--- config.mk ---
export PLATFORM = sky130hd
export DESIGN_NAME = rrs_reset_release_sequencer
export DESIGN_NICKNAME = d
export VERILOG_FILES = /design/src/rrs_pkg.sv /design/src/rrs_timer_if.sv /design/src/rrs_release_timer.sv /design/src/rrs_reset_release_sequencer.sv
export SDC_FILE = /design/constraint.sdc
export NUM_CORES = 1
export LEC_CHECK = 0
export ABC_AREA = 0
export BUFFER_PORTS_ARGS = -buffer_cell sky130_fd_sc_hd__buf_2
export CAP_MARGIN = 20
export CORE_MARGIN = 2
export CORE_UTILIZATION = 49
export DETAILED_ROUTE_END_ITERATION = 16
export PLACE_DENSITY = 0.83
export SETUP_SLACK_MARGIN = 0.15
export SLEW_MARGIN = 40
export SYNTH_ARGS = -nofsm -noshare
export SYNTH_HDL_FRONTEND = slang
export SYNTH_SLANG_ARGS = --single-unit
--- constraint.sdc ---
create_clock -name sys_clk_in -period 4.6 [get_ports sys_clk_in]
set_clock_uncertainty 0.05 [all_clocks]
set_input_delay 0.92 -clock sys_clk_in [delete_from_list [all_inputs] [get_ports sys_clk_in]]
set_output_delay 0.92 -clock sys_clk_in [all_outputs]
set_load 0.03 [all_outputs]
--- src/rrs_pkg.sv ---
// constants and types for the reset release sequencer
package rrs_pkg;
  localparam int GP_W = 20;
  localparam int CLK_PERIOD_NS = 25;
  localparam int SAMPLE_TIME_NS = 1500;
  // least time, rounded up to whole clock cycles (60 at 40 MHz)
  localparam int SAMPLE_CYCLES =
    (SAMPLE_TIME_NS + CLK_PERIOD_NS - 1) / CLK_PERIOD_NS;
  localparam int CNT_W = 7;
  localparam logic [CNT_W-1:0] CNT_ZERO = 7'h00;
  localparam logic [CNT_W-1:0] CNT_ONE = 7'h01;
  localparam logic [CNT_W-1:0] SAMPLE_LAST = CNT_W'(SAMPLE_CYCLES - 1);
  localparam logic [GP_W-1:0] GP_OFF = 20'h00000;
  typedef enum logic [1:0] {
    ST_HOLD   = 2'b00,
    ST_SAMPLE = 2'b01,
    ST_RUN    = 2'b10
  } rrs_state_e;
endpackage

--- src/rrs_timer_if.sv ---
// handshake between sequencer and its release timer
`timescale 1ns/1ps
`default_nettype none
interface rrs_timer_if;
  logic start;
  logic abort;
  logic done;
  modport ctrl (output start, output abort, input done);
  modport tmr (input start, input abort, output done);
endinterface
`default_nettype wire

--- src/rrs_release_timer.sv ---
// one-shot timer marking the test point sampling moment
`timescale 1ns/1ps
`default_nettype none
module rrs_release_timer (
  input wire logic clk_in,
  input wire logic rst_n_in,
  rrs_timer_if.tmr tif
);
  import rrs_pkg::*;

  logic busy_r;
  logic done_r;
  logic [CNT_W-1:0] cnt_r;
  logic last_w;

  assign last_w = busy_r && (cnt_r == SAMPLE_LAST);
  assign tif.done = done_r;

  // abort wins so a re-asserted reset never yields a stale done
  always_ff @(posedge clk_in or negedge rst_n_in) begin
    if (!rst_n_in) begin
      busy_r <= 1'b0;
      done_r <= 1'b0;
      cnt_r <= CNT_ZERO;
    end else begin
      done_r <= last_w && !tif.abort;
      if (tif.abort || last_w) begin
        busy_r <= 1'b0;
        cnt_r <= CNT_ZERO;
      end else if (tif.start) begin
        busy_r <= 1'b1;
        cnt_r <= CNT_ZERO;
      end else if (busy_r) begin
        cnt_r <= cnt_r + CNT_ONE;
      end
    end
  end
endmodule // rrs_release_timer
`default_nettype wire

--- src/rrs_reset_release_sequencer.sv ---
// power-on reset pin handling: pin tri-state, forced lows, test sampling
`timescale 1ns/1ps
`default_nettype none
// Summary of operation
// - start self-configuration on reset pin rising edge
// - flash pins and general pins tri-stated in reset
// - illumination selects and mirror reset driven low
// - test point: tri-state, sample 1.5 us, drive
// - sampled test point becomes test-mode select bit0
// - general pins usable as outputs after release
module rrs_reset_release_sequencer (
  input wire logic sys_clk_in,
  input wire logic rst_n_in,
  input wire logic power_on_reset_low_in,
  input wire logic flash_serial_clock_in,
  input wire logic flash_serial_out_in,
  input wire logic flash_select_a_low_in,
  input wire logic flash_select_b_low_in,
  input wire logic flash_drive_in,
  input wire logic [rrs_pkg::GP_W-1:0] general_pins_core_in,
  input wire logic [rrs_pkg::GP_W-1:0] general_pins_core_oe_in,
  input wire logic illum_select_a_in,
  input wire logic illum_select_b_in,
  input wire logic mirror_enable_reset_low_in,
  input wire logic test_point_zero_in,
  input wire logic test_point_core_in,
  output logic flash_serial_clock_out,
  output logic flash_serial_out_out,
  output logic flash_select_a_low_out,
  output logic flash_select_b_low_out,
  output logic flash_oe_out,
  output logic [rrs_pkg::GP_W-1:0] general_pins_out,
  output logic [rrs_pkg::GP_W-1:0] general_pins_oe_out,
  output logic illum_select_a_out,
  output logic illum_select_b_out,
  output logic mirror_enable_reset_low_out,
  output logic test_point_zero_out,
  output logic test_point_zero_oe_out,
  output logic test_mode_select_out,
  output logic config_start_out
);
  import rrs_pkg::*;

  logic rst_s1_r;
  logic rst_s2_r;
  logic rst_n;
  logic por_s1_r;
  logic por_s2_r;
  logic por_d_r;
  logic tp_s1_r;
  logic tp_s2_r;
  rrs_state_e state_r;
  rrs_state_e state_nxt;
  logic por_rise_w;
  logic start_w;
  logic capture_w;
  logic held_w;
  logic run_w;
  logic [GP_W-1:0] gp_oe_w;

  rrs_timer_if tif ();

  // chip reset released through two flops
  always_ff @(posedge sys_clk_in or negedge rst_n_in) begin
    if (!rst_n_in) begin
      rst_s1_r <= 1'b0;
      rst_s2_r <= 1'b0;
    end else begin
      rst_s1_r <= 1'b1;
      rst_s2_r <= rst_s1_r;
    end
  end
  assign rst_n = rst_s2_r;

  // pin synchronisers; first stage feeds only the second
  always_ff @(posedge sys_clk_in or negedge rst_n) begin
    if (!rst_n) begin
      por_s1_r <= 1'b0;
      por_s2_r <= 1'b0;
      por_d_r <= 1'b0;
      tp_s1_r <= 1'b0;
      tp_s2_r <= 1'b0;
    end else begin
      por_s1_r <= power_on_reset_low_in;
      por_s2_r <= por_s1_r;
      por_d_r <= por_s2_r;
      tp_s1_r <= test_point_zero_in;
      tp_s2_r <= tp_s1_r;
    end
  end

  // edge detect on the clean copy only, so each synchronised rise in hold gives one start
  assign por_rise_w = por_s2_r && !por_d_r;
  assign start_w = (state_r == ST_HOLD) && por_rise_w;
  assign capture_w = (state_r == ST_SAMPLE) && tif.done;
  assign tif.start = start_w;
  assign tif.abort = !por_s2_r;

  // sequencing; any return of the reset pin aborts back to hold
  always_comb begin
    state_nxt = state_r;
    case (state_r)
      ST_HOLD: begin
        if (start_w) begin
          state_nxt = ST_SAMPLE;
        end
      end
      ST_SAMPLE: begin
        if (!por_s2_r) begin
          state_nxt = ST_HOLD;
        end else if (tif.done) begin
          state_nxt = ST_RUN;
        end
      end
      ST_RUN: begin
        if (!por_s2_r) begin
          state_nxt = ST_HOLD;
        end
      end
      default: begin
        state_nxt = ST_HOLD;
      end
    endcase
  end

  // outputs follow the next state so they settle with it
  assign held_w = (state_nxt == ST_HOLD);
  assign run_w = (state_nxt == ST_RUN);
  // unused pins may be set as outputs once released
  assign gp_oe_w = held_w ? GP_OFF : general_pins_core_oe_in;

  rrs_release_timer u_timer (
    .clk_in(sys_clk_in),
    .rst_n_in(rst_n),
    .tif(tif)
  );

  // state and the registered sampled select bit
  always_ff @(posedge sys_clk_in or negedge rst_n) begin
    if (!rst_n) begin
      state_r <= ST_HOLD;
      config_start_out <= 1'b0;
      test_mode_select_out <= 1'b0;
    end else begin
      state_r <= state_nxt;
      config_start_out <= start_w;
      if (capture_w) begin
        test_mode_select_out <= tp_s2_r;
      end
    end
  end

  // flash and general pins: no drive while held
  always_ff @(posedge sys_clk_in or negedge rst_n) begin
    if (!rst_n) begin
      flash_oe_out <= 1'b0;
      flash_serial_clock_out <= 1'b0;
      flash_serial_out_out <= 1'b0;
      flash_select_a_low_out <= 1'b0;
      flash_select_b_low_out <= 1'b0;
      general_pins_out <= GP_OFF;
      general_pins_oe_out <= GP_OFF;
    end else begin
      flash_oe_out <= !held_w && flash_drive_in;
      flash_serial_clock_out <= flash_serial_clock_in;
      flash_serial_out_out <= flash_serial_out_in;
      flash_select_a_low_out <= flash_select_a_low_in;
      flash_select_b_low_out <= flash_select_b_low_in;
      general_pins_out <= general_pins_core_in;
      general_pins_oe_out <= gp_oe_w;
    end
  end

  // forced lows in reset; test point drives only after its sample
  always_ff @(posedge sys_clk_in or negedge rst_n) begin
    if (!rst_n) begin
      illum_select_a_out <= 1'b0;
      illum_select_b_out <= 1'b0;
      mirror_enable_reset_low_out <= 1'b0;
      test_point_zero_out <= 1'b0;
      test_point_zero_oe_out <= 1'b0;
    end else begin
      illum_select_a_out <= !held_w && illum_select_a_in;
      illum_select_b_out <= !held_w && illum_select_b_in;
      mirror_enable_reset_low_out <= !held_w
        && mirror_enable_reset_low_in;
      test_point_zero_out <= run_w && test_point_core_in;
      test_point_zero_oe_out <= run_w;
    end
  end

  chk_start_on_rise: assert property (
    @(posedge sys_clk_in) disable iff (!rst_n)
    $rose(por_s2_r) |=> config_start_out)
    else $error("no configuration start after reset pin rise");

  chk_sync_delay: assert property (
    @(posedge sys_clk_in) disable iff (!rst_n)
    config_start_out |-> $past(power_on_reset_low_in, 3))
    else $error("configuration start without synchronised pin");

  chk_hold_tristate: assert property (
    @(posedge sys_clk_in) disable iff (!rst_n)
    !por_s2_r |=> !flash_oe_out && (general_pins_oe_out == GP_OFF))
    else $error("flash or general pins driven while held");

  chk_hold_forced_low: assert property (
    @(posedge sys_clk_in) disable iff (!rst_n)
    !por_s2_r |=> !illum_select_a_out && !illum_select_b_out
      && !mirror_enable_reset_low_out)
    else $error("forced low outputs not low while held");

  chk_tp_hold_off: assert property (
    @(posedge sys_clk_in) disable iff (!rst_n)
    !por_s2_r |=> !test_point_zero_oe_out)
    else $error("test point driven while held");

  // timer raises done a sample count after start, then state and drive take one more cycle
  chk_tp_sample_time: assert property (
    @(posedge sys_clk_in) disable iff (!rst_n)
    $rose(test_point_zero_oe_out) |->
      $past(config_start_out, SAMPLE_CYCLES + 1))
    else $error("test point drive not at sample delay after start");

  chk_test_mode_select_capture: assert property (
    @(posedge sys_clk_in) disable iff (!rst_n)
    $rose(test_point_zero_oe_out) |->
      test_mode_select_out == $past(tp_s2_r))
    else $error("select bit differs from sampled test point");

  chk_gp_follow: assert property (
    @(posedge sys_clk_in) disable iff (!rst_n)
    (state_r == ST_RUN) && por_s2_r |=>
      general_pins_oe_out == $past(general_pins_core_oe_in))
    else $error("general pin enables not following core after release");
endmodule // rrs_reset_release_sequencer
`default_nettype wire

==> out/results.tsv <==
metric	value	unit
met3_length	463	um
finalSetupViolCount	0	
power_frac_seq	0.505	
cts_tree	yes	
grt_max_degree	45	
finalHoldViolations	0	
m1WireLength	1654	um
place.port_buffers	104	
grt_overflow	0	
critPathRequiredTime	3630	ps
drv_slew	0	
fillers	344	
dpl.cell_count	300	
gp_congestion	0.8184	
p_clk_frac	0.398	
yosysMostFrequentCell	dfrtp_1	
start_util	0.5009	
synth.net_count	198	
p_sw	300.1	uW
leakage	0.001660	uW
finalCritPeriodShare	0.4032	
netlist.area_leader.share	0.7503	
syn_area	2335	um2
area_growth	33.55	%
core_area	4661	um2
internal_power	1002	uW
ys_ff_latch	70	
postLayoutCoreUtil	0.6690	
max_freq	0.5391	GHz
viasPerCell	4.703	
cts.path.max_buffers	2	
rsz0062_at_grt	no	
crit_path_end_kind	output pin	
antenna_found_initial	0	
track_usage	0.1823	
crit_slowest_cell	dfrtp_1	
route.met2.wl	2043	um
fin_ws	2745	ps
final.min_clock_period	1855	ps
synth-edff-count	0	
place_ws	3099	ps
nets	311	
critPathArrivalTime	880	ps
async_reset_ff_frac	1.000	
n_antenna_cell	0	
wl_per_cell	13.39	um
drtAntennaViolNets	0	
postCtsHoldBufs	0	
status	complete, no violations	
worstMarginPinSlew	534.2	ps
synth_commonest_cells	70 x dfrtp_1, 20 x and2_4, 10 x nor2_1	
clock_latency	330	ps
cts_sinks	70	
fin_cells	316	
num_vias	1486	
synthesis.instances	144	
ff_latch_area	1753	um2
rows	25	
drt_iter0_drc	39	
multi_input_area	545.5	um2
ys_seq_area_frac	0.7503	
avgSynthCellArea	16.21	um2
die-area	5333	um2
drv_cap	0	
top_layer	met4	
grt_pass1_wl	7010	um
wirelength	4231	um
p_sw_frac	0.2305	
pwr-share-comb	0.097	
synth_area_leader_cell	dfrtp_1	
critPathTopFamily	flip-flops	
post_synth_main_area_contributors	dfrtp_1 75%, and2_4 7.5%, and2_1 1.6%, nor2_1 1.6%, buf_6 1.4%	
num_io_pins	105	
dr.pass1.iters	3	
drive_above_1_share	0.5878	
worst-path-buf-inv	1	
synth_cell_type_count	33	
critPathMaxFanout	1	
clockRootBuffer	clkbuf_8	
post-cts-setup-buffer-count	0	
grt_pass1_vias	1558	
cts_htree_levels	3	
dpl.hpwl	3156	um
ys.flop_type	dfrtp_1	
clk_pin_slew	70	ps
cpPeakStageDelay	370	ps
cts_made_buffers	9	
powerDensity	417.5	nW/um2
hold_path_class	flip-flop to asynchronous set/reset pin	
p_total	1302	uW
ff2ff_setup_slack	3230	ps
die_h	73.03	um
die_x	73.03	um
critPathLaunchType	flip-flop	
drc	0	
slew-limit-headroom	0.6439	
cts.repair.resized	0	
tns	0	ps
cp_cell_sequence	buf_2	
ir_drop	214.9	uV
worstSetupPathType	flip-flop to output pin	
synth_warnings	0	
==> logic make-up (layout without fill, tap and decap cells) <==
| logic type | after synthesis | after routing | share of synthesized area |
|---|---|---|---|
| mux | 2 | 2 | 0.009110 |
| compound gates | 8 | 8 | 0.02787 |
| simple gates | 54 | 54 | 0.1747 |
| xor+xnor | 4 | 4 | 0.01501 |
| fa+ha+maj | 1 | 1 | 0.005358 |
| flops | 70 | 70 | 0.7503 |
| buf+inv | 4 | 122 | 0.01607 |
| other cells | 1 | 1 | 0.001606 |
==> placed cells by master (no fill, tap or decap), types with 2 or more instances in the layout <==
| cell | synthesis | routed |
|---|---|---|
| o21a_1 | 2 | 2 |
| buf_2 | 0 | 104 |
| clkbuf_8 | 0 | 13 |
| dfrtp_1 | 70 | 69 |
| and2_4 | 20 | 20 |
| nand2b_4 | 2 | 2 |
| and2_1 | 6 | 6 |
| nor3_2 | 2 | 2 |
| nor2_1 | 10 | 10 |
| xnor2_1 | 3 | 3 |
| nand2_1 | 3 | 3 |
==> layer usage <==
layer,GRT usage,vias up
met2,0.2703,73
met5,0,-
li1,-,684
met3,0.1036,5
met1,0.2142,724
met4,0.08642,0
==> final cells by class <==
cell class              instances  area share
clock buffers                  14     0.05859
clock inverters                 2     0.01204
inverters                       1    0.001204
multi-input cells              70      0.1750
flip-flops and latches         70      0.5622
well taps                      54     0.02167
repair buffers                105      0.1693
==> power groups by stage <==
stage | Combinational (uW) | Clock (uW) | Sequential, uW
5_1_grt | 137 | 559 | 660
3_5_place_dp | 129 | 0 | 669
4_1_cts | 129 | 530 | 657
6_report | 127 | 518 | 657
3_3_place_gp | 127 | 0 | 667
2_1_floorplan | 30.9 | 0 | 718
==> state kept, by name (all words and copies together) (netlist names), 2 cells and up <==
name and count:
general_pins_oe_out 20, general_pins_out 20, state_r 2, u_timer.cnt_r 7
==> through the flow <==
step | hold slack (ps) | instance area (um2)
final | 202.7 | 3118
after global routing | 258.8 | 3118
after CTS | 218.6 | 3118
after detailed placement | 207.7 | 2898
after global placement | 200.3 | 2898
after floorplan | 281.2 | 2335
==> path summary, 6_finish.rpt <==
check / cells after the start / to / start
worst max-delay path: 1 / general_pins_oe_out[15] / general_pins_oe_out[15]
worst min-delay path: 0 / general_pins_out[19] / rst_n
max in group asynchronous: 1 / flash_serial_out_out / rst_n
worst min register to register: 0 / general_pins_out[19] / rst_n
worst max register to register: 5 / u_timer.cnt_r[2] / u_timer.cnt_r[0]
min in group sys_clk_in: 0 / por_s2_r / por_s1_r
Note: power is estimated with default switching activity, not from simulation.
